### src/hdl/bridge_order_pkg.sv
package bridge_order_pkg;

	localparam int AW = 32;
	localparam int DW = 32;
	localparam int BW = 4;
	localparam int PW_DEPTH = 4;
	localparam int PW_PTR = 2;
	localparam int CNT_W = 3;
	localparam int DIR_DOWN = 0;
	localparam int DIR_UP = 1;

	// Kind of transaction on a target bus, Gray along idle-write-request
	typedef enum logic [1:0] {
		K_NONE = 2'h0,
		K_PW = 2'h1,
		K_DREQ = 2'h3
	} issue_kind_e;

	typedef struct packed {
		logic [AW-1:0] addr;
		logic [DW-1:0] data;
		logic [BW-1:0] be;
	} wr_s;

	typedef struct packed {
		logic valid;
		logic is_read;
		wr_s w;
	} dreq_s;

	typedef struct packed {
		logic valid;
		logic is_read;
		logic [AW-1:0] addr;
		logic [DW-1:0] data;
		logic [CNT_W-1:0] ahead;
	} cpl_s;

	typedef struct packed {
		issue_kind_e kind;
		logic is_read;
		wr_s w;
	} issue_s;

	typedef struct packed {
		logic done;
		logic [DW-1:0] rdata;
	} rsp_s;

	typedef struct packed {
		wr_s [PW_DEPTH-1:0] mem;
		logic [PW_PTR-1:0] rd;
		logic [PW_PTR-1:0] wr;
		logic [CNT_W-1:0] cnt;
		logic full;
		dreq_s req;
		logic [CNT_W-1:0] req_ahead;
		cpl_s cpl;
		issue_s iss;
		logic prio_pw;
		logic rsp_v;
		rsp_s rsp;
	} dir_s;

	typedef struct packed {
		dir_s [1:0] dir;
	} state_s;

endpackage

### src/hdl/bridge_order.sv
`timescale 1ns/1ps
// Direction 0 runs primary to secondary, direction 1 the reverse.
// Each direction owns a posted write queue, one delayed request slot
// and one completion slot for answers to requests from its source side.
module bridge_order (
	// Clock and reset
	input wire logic mclk,
	input wire logic rst_b,
	// Posted writes arriving on the source bus of each direction
	input wire logic [1:0] pw_in_valid,
	input wire bridge_order_pkg::wr_s [1:0] pw_in,
	output logic [1:0] pw_in_ready,
	// Delayed request attempts on the source bus of each direction
	input wire logic [1:0] dreq_in_valid,
	input wire logic [1:0] dreq_in_read,
	input wire bridge_order_pkg::wr_s [1:0] dreq_in,
	output logic [1:0] dreq_rsp_valid,
	output bridge_order_pkg::rsp_s [1:0] dreq_rsp,
	// Transactions issued on the target bus of each direction
	output bridge_order_pkg::issue_s [1:0] iss,
	input wire logic [1:0] iss_done,
	input wire logic [1:0] iss_retry,
	input wire logic [1:0][bridge_order_pkg::DW-1:0] iss_rdata
);

	bridge_order_pkg::state_s s_r;
	bridge_order_pkg::state_s s_nxt;

	function automatic logic [bridge_order_pkg::PW_PTR-1:0] ptr_inc(
		input logic [bridge_order_pkg::PW_PTR-1:0] p);
		ptr_inc = p + bridge_order_pkg::PW_PTR'(1);
	endfunction

	function automatic logic [bridge_order_pkg::CNT_W-1:0] cnt_dec(
		input logic [bridge_order_pkg::CNT_W-1:0] c, input logic en);
		cnt_dec = (en && c != '0) ? c - bridge_order_pkg::CNT_W'(1) : c;
	endfunction

	// Next state for both directions
	always_comb begin
		logic [1:0] pop;
		logic push;
		logic match;
		logic can_pw;
		logic can_rq;
		int o;
		pop = '0;
		push = 1'b0;
		match = 1'b0;
		can_pw = 1'b0;
		can_rq = 1'b0;
		o = 0;
		s_nxt = s_r;
		for (int d = 0; d < 2; d++) begin
			pop[d] = s_r.dir[d].iss.kind == bridge_order_pkg::K_PW && iss_done[d];
		end
		for (int d = 0; d < 2; d++) begin
			o = 1 - d;
			s_nxt.dir[d].rsp_v = 1'b0;
			push = pw_in_valid[d] && !s_r.dir[d].full;
			if (push) begin
				s_nxt.dir[d].mem[s_r.dir[d].wr] = pw_in[d];
				s_nxt.dir[d].wr = ptr_inc(s_r.dir[d].wr);
			end
			if (pop[d]) begin
				s_nxt.dir[d].rd = ptr_inc(s_r.dir[d].rd);
			end
			s_nxt.dir[d].cnt = s_r.dir[d].cnt + bridge_order_pkg::CNT_W'(push)
				- bridge_order_pkg::CNT_W'(pop[d]);
			s_nxt.dir[d].full = s_nxt.dir[d].cnt == bridge_order_pkg::CNT_W'(bridge_order_pkg::PW_DEPTH);
			s_nxt.dir[d].req_ahead = cnt_dec(s_r.dir[d].req_ahead, pop[d]);
			s_nxt.dir[d].cpl.ahead = cnt_dec(s_r.dir[d].cpl.ahead, pop[o]);
			// Target side issue and its termination
			if (s_r.dir[d].iss.kind != bridge_order_pkg::K_NONE) begin
				if (iss_done[d]) begin
					s_nxt.dir[d].iss.kind = bridge_order_pkg::K_NONE;
					if (s_r.dir[d].iss.kind == bridge_order_pkg::K_DREQ) begin
						s_nxt.dir[d].cpl.valid = 1'b1;
						s_nxt.dir[d].cpl.is_read = s_r.dir[d].req.is_read;
						s_nxt.dir[d].cpl.addr = s_r.dir[d].req.w.addr;
						s_nxt.dir[d].cpl.data = s_r.dir[d].req.is_read ? iss_rdata[d] : '0;
						s_nxt.dir[d].cpl.ahead = s_r.dir[d].req.is_read ?
							s_r.dir[o].cnt - bridge_order_pkg::CNT_W'(pop[o]) : '0;
						s_nxt.dir[d].req.valid = 1'b0;
					end
				end else if (iss_retry[d]) begin
					s_nxt.dir[d].iss.kind = bridge_order_pkg::K_NONE;
				end
			end else begin
				can_pw = s_r.dir[d].cnt != '0;
				can_rq = s_r.dir[d].req.valid && s_r.dir[d].req_ahead == '0
					&& !s_r.dir[d].cpl.valid;
				if (can_pw && (!can_rq || s_r.dir[d].prio_pw)) begin
					s_nxt.dir[d].iss.kind = bridge_order_pkg::K_PW;
					s_nxt.dir[d].iss.is_read = 1'b0;
					s_nxt.dir[d].iss.w = s_r.dir[d].mem[s_r.dir[d].rd];
					s_nxt.dir[d].prio_pw = 1'b0;
				end else if (can_rq) begin
					s_nxt.dir[d].iss.kind = bridge_order_pkg::K_DREQ;
					s_nxt.dir[d].iss.is_read = s_r.dir[d].req.is_read;
					s_nxt.dir[d].iss.w = s_r.dir[d].req.w;
					s_nxt.dir[d].prio_pw = 1'b1;
				end
			end
			// Initiator side attempt: deliver, latch or retry
			if (dreq_in_valid[d]) begin
				s_nxt.dir[d].rsp_v = 1'b1;
				match = s_r.dir[d].cpl.valid && s_r.dir[d].cpl.addr == dreq_in[d].addr
					&& s_r.dir[d].cpl.is_read == dreq_in_read[d];
				if (match && s_r.dir[d].cpl.ahead == '0) begin
					s_nxt.dir[d].rsp.done = 1'b1;
					s_nxt.dir[d].rsp.rdata = s_r.dir[d].cpl.data;
					s_nxt.dir[d].cpl.valid = 1'b0;
				end else begin
					s_nxt.dir[d].rsp.done = 1'b0;
					s_nxt.dir[d].rsp.rdata = '0;
					if (!s_r.dir[d].req.valid && !s_r.dir[d].cpl.valid) begin
						s_nxt.dir[d].req.valid = 1'b1;
						s_nxt.dir[d].req.is_read = dreq_in_read[d];
						s_nxt.dir[d].req.w = dreq_in[d];
						s_nxt.dir[d].req_ahead = s_r.dir[d].cnt
							- bridge_order_pkg::CNT_W'(pop[d]);
					end
				end
			end
		end
	end

	// State register
	always_ff @(posedge mclk or negedge rst_b) begin
		if (!rst_b) begin
			s_r <= '0;
		end else begin
			s_r <= s_nxt;
		end
	end

	// Outputs straight from state; no flush port exists
	// no interrupt flush
	always_comb begin
		for (int d = 0; d < 2; d++) begin
			pw_in_ready[d] = !s_r.dir[d].full;
			dreq_rsp_valid[d] = s_r.dir[d].rsp_v;
			dreq_rsp[d] = s_r.dir[d].rsp;
			iss[d] = s_r.dir[d].iss;
		end
	end

	// Checks per direction
	for (genvar g = 0; g < 2; g++) begin : g_chk
		a_pw_pop_order: assert property (@(posedge mclk) disable iff (!rst_b)
			(s_r.dir[g].iss.kind == bridge_order_pkg::K_PW && iss_done[g])
			|=> s_r.dir[g].rd == ptr_inc($past(s_r.dir[g].rd)))
			else $error("posted write queue did not advance in order");
		a_write_kept: assert property (@(posedge mclk) disable iff (!rst_b)
			(pw_in_valid[g] && pw_in_ready[g] && !(s_r.dir[g].iss.kind ==
			bridge_order_pkg::K_PW && iss_done[g]))
			|=> s_r.dir[g].cnt == bridge_order_pkg::CNT_W'($past(s_r.dir[g].cnt) + 1))
			else $error("accepted posted write was not queued");
		a_pw_accept_free: assert property (@(posedge mclk) disable iff (!rst_b)
			(s_r.dir[g].cnt != bridge_order_pkg::CNT_W'(bridge_order_pkg::PW_DEPTH))
			|-> pw_in_ready[g])
			else $error("posted write refused with room left");
		a_read_waits_writes: assert property (@(posedge mclk) disable iff (!rst_b)
			(s_r.dir[g].iss.kind != bridge_order_pkg::K_DREQ ##1
			s_r.dir[g].iss.kind == bridge_order_pkg::K_DREQ && iss[g].is_read)
			|-> $past(s_r.dir[g].req_ahead) == '0)
			else $error("delayed read issued ahead of posted writes");
		a_dwr_waits_writes: assert property (@(posedge mclk) disable iff (!rst_b)
			(iss[g].kind == bridge_order_pkg::K_DREQ && !iss[g].is_read)
			|-> s_r.dir[g].req_ahead == '0)
			else $error("delayed write passed posted writes");
		a_cpl_after_writes: assert property (@(posedge mclk) disable iff (!rst_b)
			(dreq_rsp_valid[g] && dreq_rsp[g].done)
			|-> $past(s_r.dir[g].cpl.valid) && $past(s_r.dir[g].cpl.ahead) == '0)
			else $error("completion returned before earlier writes");
		a_retry_first: assert property (@(posedge mclk) disable iff (!rst_b)
			(dreq_in_valid[g] && !s_r.dir[g].cpl.valid)
			|=> dreq_rsp_valid[g] && !dreq_rsp[g].done)
			else $error("new delayed request not retried");
		a_wcpl_passes: assert property (@(posedge mclk) disable iff (!rst_b)
			($rose(s_r.dir[g].cpl.valid) && !s_r.dir[g].cpl.is_read)
			|-> s_r.dir[g].cpl.ahead == '0)
			else $error("write completion held behind posted writes");
		a_arb_fair: assert property (@(posedge mclk) disable iff (!rst_b)
			(iss[g].kind == bridge_order_pkg::K_NONE && s_r.dir[g].cnt != '0
			&& s_r.dir[g].prio_pw) |=> iss[g].kind == bridge_order_pkg::K_PW)
			else $error("arbiter did not hand turn to posted queue");
		a_dreq_turn: assert property (@(posedge mclk) disable iff (!rst_b)
			(iss[g].kind == bridge_order_pkg::K_NONE && s_r.dir[g].req.valid
			&& s_r.dir[g].req_ahead == '0 && !s_r.dir[g].cpl.valid && !s_r.dir[g].prio_pw)
			|=> iss[g].kind == bridge_order_pkg::K_DREQ)
			else $error("arbiter did not hand turn to delayed slot");
		c_pw_done: cover property (@(posedge mclk) disable iff (!rst_b)
			iss[g].kind == bridge_order_pkg::K_PW && iss_done[g]);
		c_dreq_done: cover property (@(posedge mclk) disable iff (!rst_b)
			iss[g].kind == bridge_order_pkg::K_DREQ && iss_done[g]);
		c_cpl_given: cover property (@(posedge mclk) disable iff (!rst_b)
			dreq_rsp_valid[g] && dreq_rsp[g].done);
	end

	c_both_ways: cover property (@(posedge mclk) disable iff (!rst_b)
		iss[0].kind == bridge_order_pkg::K_PW && iss[1].kind == bridge_order_pkg::K_PW);

endmodule

### config.mk
export PLATFORM = sky130hd
export DESIGN_NAME = bridge_order
export DESIGN_NICKNAME = d
export VERILOG_FILES = /design/src/hdl/bridge_order_pkg.sv /design/src/hdl/bridge_order.sv
export SDC_FILE = /design/constraint.sdc
export NUM_CORES = 2
export LEC_CHECK = 0
export BUFFER_PORTS_ARGS = -buffer_cell sky130_fd_sc_hd__buf_2
export CAP_MARGIN = 20
export CORE_AREA = 2 2 510 309
export CTS_CLUSTER_SIZE = 8
export DETAILED_ROUTE_END_ITERATION = 8
export DIE_AREA = 0 0 512 311
export MAX_ROUTING_LAYER = met4
export PLACE_DENSITY = 0.51
export SETUP_SLACK_MARGIN = 0.15
export SYNTH_ARGS = -nofsm -noshare
export SYNTH_HDL_FRONTEND = slang
export SYNTH_SLANG_ARGS = --single-unit
export TNS_END_PERCENT = 50
### constraint.sdc
create_clock -name mclk -period 2.8 [get_ports mclk]
set_input_delay 0.42 -clock mclk [delete_from_list [all_inputs] [get_ports mclk]]
set_output_delay 0.42 -clock mclk [all_outputs]
set_load 0.05 [all_outputs]
* After elaboration in Yosys (flattened, before gate mapping)
Index checks and enable logic that the tools add are counted.
** Storage, ports and cells
- Bits in registers :: 1056
** Operators by class
- Magnitude comparators :: 6
- Reduce and logical (&&, ||, !) cells :: 58
- Eq/ne operators :: 12
- Bitwise gates (word level) :: 4
- Muxes and demuxes :: 52
- Add/sub/neg operators :: 14
** Operator list (count)
- $bwmux 272 :: 2
- $mux 69 :: 6
- $mux 73 :: 4
- $mux 72 :: 4
- $bmux 68 s2 :: 2
- $demux 68 s2 :: 2
- $mux 68 :: 4
- $mux 74 :: 2
- $mux 34 :: 2
- $mux 33 :: 2
- $eq 32x32->1 :: 2
- $mux 32 :: 2
- $logic_and 1x1->1 :: 24
- $reduce_bool 3->1 :: 8
- $mux 3 :: 6
- $logic_not 3->1 :: 4
- $lt 2x3->1 const B :: 4
- $mux 2 :: 6
- $reduce_and 3->1 :: 4
- $sub 3x1->3 :: 4
- $sub 3x1->3 const B :: 4
- $add 2x1->2 const B :: 4
- $logic_not 1->1 :: 8
- $mux 1 :: 8
- other kinds (11) :: 28

* Longest topological paths before layout
- Depth in word-level cells :: 9
- Gate-level depth with buffers :: 9

* Worst setup path before layout
Ideal clock, no wire load.
- Kind :: input -> register
- From :: input dreq_in[61] (netlist bit)
- To :: register s_r (netlist bit dreq_rsp[23])
- Arrival time :: 2.115 ns
- Required time :: 2.736 ns
- Path buffers :: 1
- Path slack :: 0.621 ns
- Stages on the path :: 6
- Cells stage by stage :: xor2_1 > a211o_1 > or4_4 > nor4_4 > buf_6 > a22o_2
** On the way
- Cells in the longest elaborated chain, start to end :: 5
** Ends and longest elaborated chain
- start: declaration :: RTL line bridge_order.sv:16 : input wire bridge_order_pkg::wr_s [1:0] dreq_in,
- $eq 32x32->1 :: RTL line bridge_order.sv:108 : match = s_r.dir[d].cpl.valid && s_r.dir[d].cpl.addr == dreq_in[d].addr
- $logic_and 1x1->1 :: RTL line bridge_order.sv:108
- $logic_and 1x1->1 :: RTL line bridge_order.sv:109 : && s_r.dir[d].cpl.is_read == dreq_in_read[d];
- $logic_and 1x1->1 :: RTL line bridge_order.sv:110 : if (match && s_r.dir[d].cpl.ahead == '0) begin
- $mux 33 :: RTL line bridge_order.sv:110
- end signal: assignment :: RTL line bridge_order.sv:134 : s_r <= s_nxt;
- end: declaration :: RTL line bridge_order.sv:26 : bridge_order_pkg::state_s s_r;
No other way between the ends.
A chain may end at the register's enable or synchronous reset.

* Worst setup path in the final report
- From :: register s_r[703] (netlist bit)
- To :: register s_r (netlist bit iss[106])
** On the way
- Cells in the longest elaborated chain, start to end :: 8
- Elaborated cells on any way between the ends :: 9
** Ends and longest elaborated chain
- $logic_not 3->1 * :: RTL line bridge_order.sv:91 : can_rq = s_r.dir[d].req.valid && s_r.dir[d].req_ahead == '0
- $logic_and 1x1->1 * :: RTL line bridge_order.sv:91
- $logic_and 1x1->1 * :: RTL line bridge_order.sv:92 : && !s_r.dir[d].cpl.valid;
- $logic_not 1->1 :: RTL line bridge_order.sv:93 : if (can_pw && (!can_rq || s_r.dir[d].prio_pw)) begin
- $logic_or 1x1->1 :: RTL line bridge_order.sv:93
- $logic_and 1x1->1 :: RTL line bridge_order.sv:93
- $reduce_bool 2->1 (no source line)
- $reduce_and 2->1 (no source line)
Every way passes the cells marked *; elsewhere a longest branch is shown, timed or not.

==> impl_metrics.env <==
export IMPL_fp_dieArea_sq_um=159200
export IMPL_track_usage_pct=17.00
export IMPL_detail_route_wl_per_cell_um=20.81
export IMPL_place_port_buffers=559
export IMPL_grt_first_pass_wirelength_mm=200.9
export IMPL_synth_edf_count=0
export IMPL_post_synth_main_area_contributors="sky130_fd_sc_hd__dfrtp_1, sky130_fd_sc_hd__mux2_2, sky130_fd_sc_hd__mux4_2, sky130_fd_sc_hd__nand2_1, sky130_fd_sc_hd__buf_4"
export IMPL_critical_path_cell_chain="inv_1 -> ha_1 -> nor2b_1 -> nand3b_1 -> o21bai_4 -> buf_4 -> mux2i_1 -> o21ai_0"
export IMPL_die_width_um=512
export IMPL_final_core_util_pct=37.81
export IMPL_hold_class="in -> reg"
export IMPL_drt_initial_drc_count=1786
export IMPL_cts_path_max_buffers=3
export IMPL_cts_clk_slew_worst_paths_ps=60
export IMPL_core_area_sq_um=154600
export IMPL_timing_worst_setup_path_type="reg -> reg"
export IMPL_synth_adder_area_share_pct=0.7373
export IMPL_synth_most_common_cell="sky130_fd_sc_hd__dfrtp_1"
export IMPL_netlist_top_cell_by_area="sky130_fd_sc_hd__dfrtp_1"
export IMPL_crit_path_end_kind="flip-flop"
export IMPL_clk_insertion_delay_late_ps=780
export IMPL_synth_async_reset_ratio_pct=100.0
export IMPL_tns_ps=0
export IMPL_tightest_pin_transition_ps=961.5
export IMPL_signal_arrival_time_at_the_worst_endpoint_ps=2920
export IMPL_setup_ws_ps=510.9
export IMPL_timing_max_slew_rel_slack_pct=35.90
export IMPL_row_count=112
export IMPL_timing_final_crit_share_pct=81.76
export IMPL_finClkSkew_ps=38.09
export IMPL_postCtsSetupRepairBufs=0
export IMPL_synth_seq_area_share_pct=57.25
export IMPL_maxCapViolCount=0
export IMPL_number_of_antenna_violations_at_the_first_check_in_global_routing=29
export IMPL_finalSetupViolCount=0
export IMPL_critPathMaxFanout=13
export IMPL_cpMaxStageDelayCell="sky130_fd_sc_hd__o21bai_4"
export IMPL_timing_final_max_slew_violations=0
export IMPL_synth_compound_area_share_pct=3.182
export IMPL_nNetsFinal=4553
export IMPL_area_growth_pct=26.61
export IMPL_cts_resized_gates=0
export IMPL_start_util_pct=29.86
export IMPL_cts_buffers=150
export IMPL_drive_gt1_share_pct=40.75
export IMPL_ioPinCount=560
export IMPL_route_detailed_vias_per_inst=4.627
export IMPL_yosys_cell_types_count=38
export IMPL_grt_pass1_vias=30700
export IMPL_worst_ep_required_time_ps=3430
export IMPL_netlist_top_cells_count="sky130_fd_sc_hd__dfrtp_1, sky130_fd_sc_hd__mux2_2, sky130_fd_sc_hd__nand2_1"
export IMPL_cts_hold_fix_buffers=345
export IMPL_drc=0
export IMPL_run_status="finished, final reports clean"
export IMPL_hold_violations=0
export IMPL_synth_top_family_by_area="multiplexers"
export IMPL_place_gp_congestion=0.7987
export IMPL_peakVddDrop_uv=615.8
export IMPL_syn_nets=3796
export IMPL_power_density_nw_per_um2=1200
export IMPL_max_stage_delay_ps=450
export IMPL_cts_htree_levels=4
export IMPL_wirelength_mm=130.7
export IMPL_tritoncts_num_sinks=1056
export IMPL_synth_xor_area_share_pct=1.613
export IMPL_leakagePower_nw=26.44
export IMPL_dr_total_vias=29050
export IMPL_synthCells=3422
export IMPL_synth_ff_latch_count=1056
export IMPL_mappedNetlistArea_sq_um=46160
export IMPL_hold_worst_slack_ps=172.3
export IMPL_layout_filler_cells=14850
export IMPL_drt_pass1_iterations=7
export IMPL_yosysWarningCount=0
export IMPL_unrepaired_setup_endpoints_after_global_routing="no"
export IMPL_critical_path_startpoint_type="flip-flop"
export IMPL_drtAntennaViolNets=0
export IMPL_achievable_frequency_mhz=436.8
export IMPL_ys_flop_type="sky130_fd_sc_hd__dfrtp_1"
export IMPL_pre_cts_slack_ps=392.8
export IMPL_grt_start_max_net_pins=108
export IMPL_cts_root_buf="sky130_fd_sc_hd__clkbuf_16"
export IMPL_die_height_um=311
export IMPL_finalCriticalPeriod_ps=2289
export IMPL_cts_tree="done"
export IMPL_overflow=0
export IMPL_netlist_area_leader_share_pct=57.25
export IMPL_fraction_of_the_mapped_netlist_area_in_simple_logic_gates_pct=5.535
export IMPL_post_dp_hpwl_mm=87.28
export IMPL_synth_mux_area_fraction_pct=26.29
export IMPL_post_synth_cell_area_avg_sq_um=13.49
==> logic make-up (layout without fill, tap and decap cells) <==
kind of cell / Yosys count / in the layout
flops: 1056 / 1056
mux: 957 / 957
simple gates: 621 / 621
buf+inv: 445 / 1222
compound gates: 232 / 232
xor+xnor: 85 / 85
fa+ha+maj: 26 / 26
other cells: 0 / 28
==> through the flow <==
stage	cell area [sq um]	power (mW)	std cells
floorplan	46160	46.01	3422
global placement	50790	53.03	5734
detailed placement	50790	53.60	5734
CTS	58370	71.11	6251
global route	58440	74.53	6277
finish	58440	70.13	6279
==> placed cells by master (no fill, tap or decap), types with 12 or more instances in the layout <==
cell	count
sky130_fd_sc_hd__inv_1	31
sky130_fd_sc_hd__nand2_1	490
sky130_fd_sc_hd__xor2_1	59
sky130_fd_sc_hd__clkbuf_16	150
sky130_fd_sc_hd__a22o_1	37
sky130_fd_sc_hd__buf_12	49
sky130_fd_sc_hd__dfrtp_1	1051
sky130_fd_sc_hd__mux2i_1	139
sky130_fd_sc_hd__buf_4	64
sky130_fd_sc_hd__ha_1	24
sky130_fd_sc_hd__nand3_1	68
sky130_fd_sc_hd__dlygate4sd3_1	345
sky130_fd_sc_hd__buf_2	558
sky130_fd_sc_hd__mux4_2	136
sky130_fd_sc_hd__mux2_2	682
sky130_fd_sc_hd__diode_2	28
sky130_fd_sc_hd__nor2_1	13
sky130_fd_sc_hd__nor4_1	12
sky130_fd_sc_hd__a22o_2	27
sky130_fd_sc_hd__o21ai_0	152
sky130_fd_sc_hd__xnor2_1	26
==> worst max-delay path: cells and delay by family, from the launching register on <==
family          cells  cell delay [ps]
buf+inv             2              470
fa+ha+maj           1              150
flops               1              350
simple gates        2              370
mux                 1              220
compound gates      2              570
==> layout make-up <==
class	count	area (sq um)	area share (%)
Inverter	33	123.9	0.2120
Multi-Input combinational cell	1921	17390	29.75
Clock buffer	155	3772	6.455
Clock inverter	17	357.8	0.6123
Sequential cell	1056	26440	45.24
Antenna cell	28	70.07	0.1199
Timing Repair Buffer	1017	7722	13.21
Tap cell	2052	2567	4.393
==> sequential cells by signal, indices dropped and copies added, names as in the netlist <==
| register | cells |
|---|---|
| dreq_rsp | 66 |
| iss | 142 |
| s_r | 846 |
| dreq_rsp_valid | 2 |
==> worst paths after layout <==
| check | from | endpoint | slack, ps | depth (start not counted) |
|---|---|---|---|---|
| setup / recovery | s_r[703]$_DFF_PN0_ | iss[106]$_DFFE_PN0P_ | 510 | 8 |
| hold / removal | iss_done[0] | s_r[254]$_DFFE_PN0P_ | 170 | 3 |
| setup reg to reg | s_r[703]$_DFF_PN0_ | iss[106]$_DFFE_PN0P_ | 510 | 8 |
| hold reg to reg | s_r[658]$_DFFE_PN0P_ | s_r[658]$_DFFE_PN0P_ | 460 | 2 |
| max in group asynchronous | rst_b | s_r[173]$_DFFE_PN0P_ | 1580 | 3 |
| min in group asynchronous | rst_b | iss[119]$_DFFE_PN0P_ | 200 | 2 |
==> where the power goes <==
part	leakage [nW]	switching (mW)	total, mW	internal [mW]
sequential	12.9	4.21	26.6	22.4
combinational	11.5	14.2	26.8	12.6
clock	2.01	6.92	16.7	9.75
total	26.4	25.3	70.1	44.8
==> metal layers <==
metal  wire (um)  up-vias  GRT usage (%)
li1            -    13310              -
met1       64300    14960          24.10
met2       57040      602          24.25
met4        2775        0          4.370
met5           0        -              -
met3        6543      187          4.020
(Power assumes the default switching activity.)
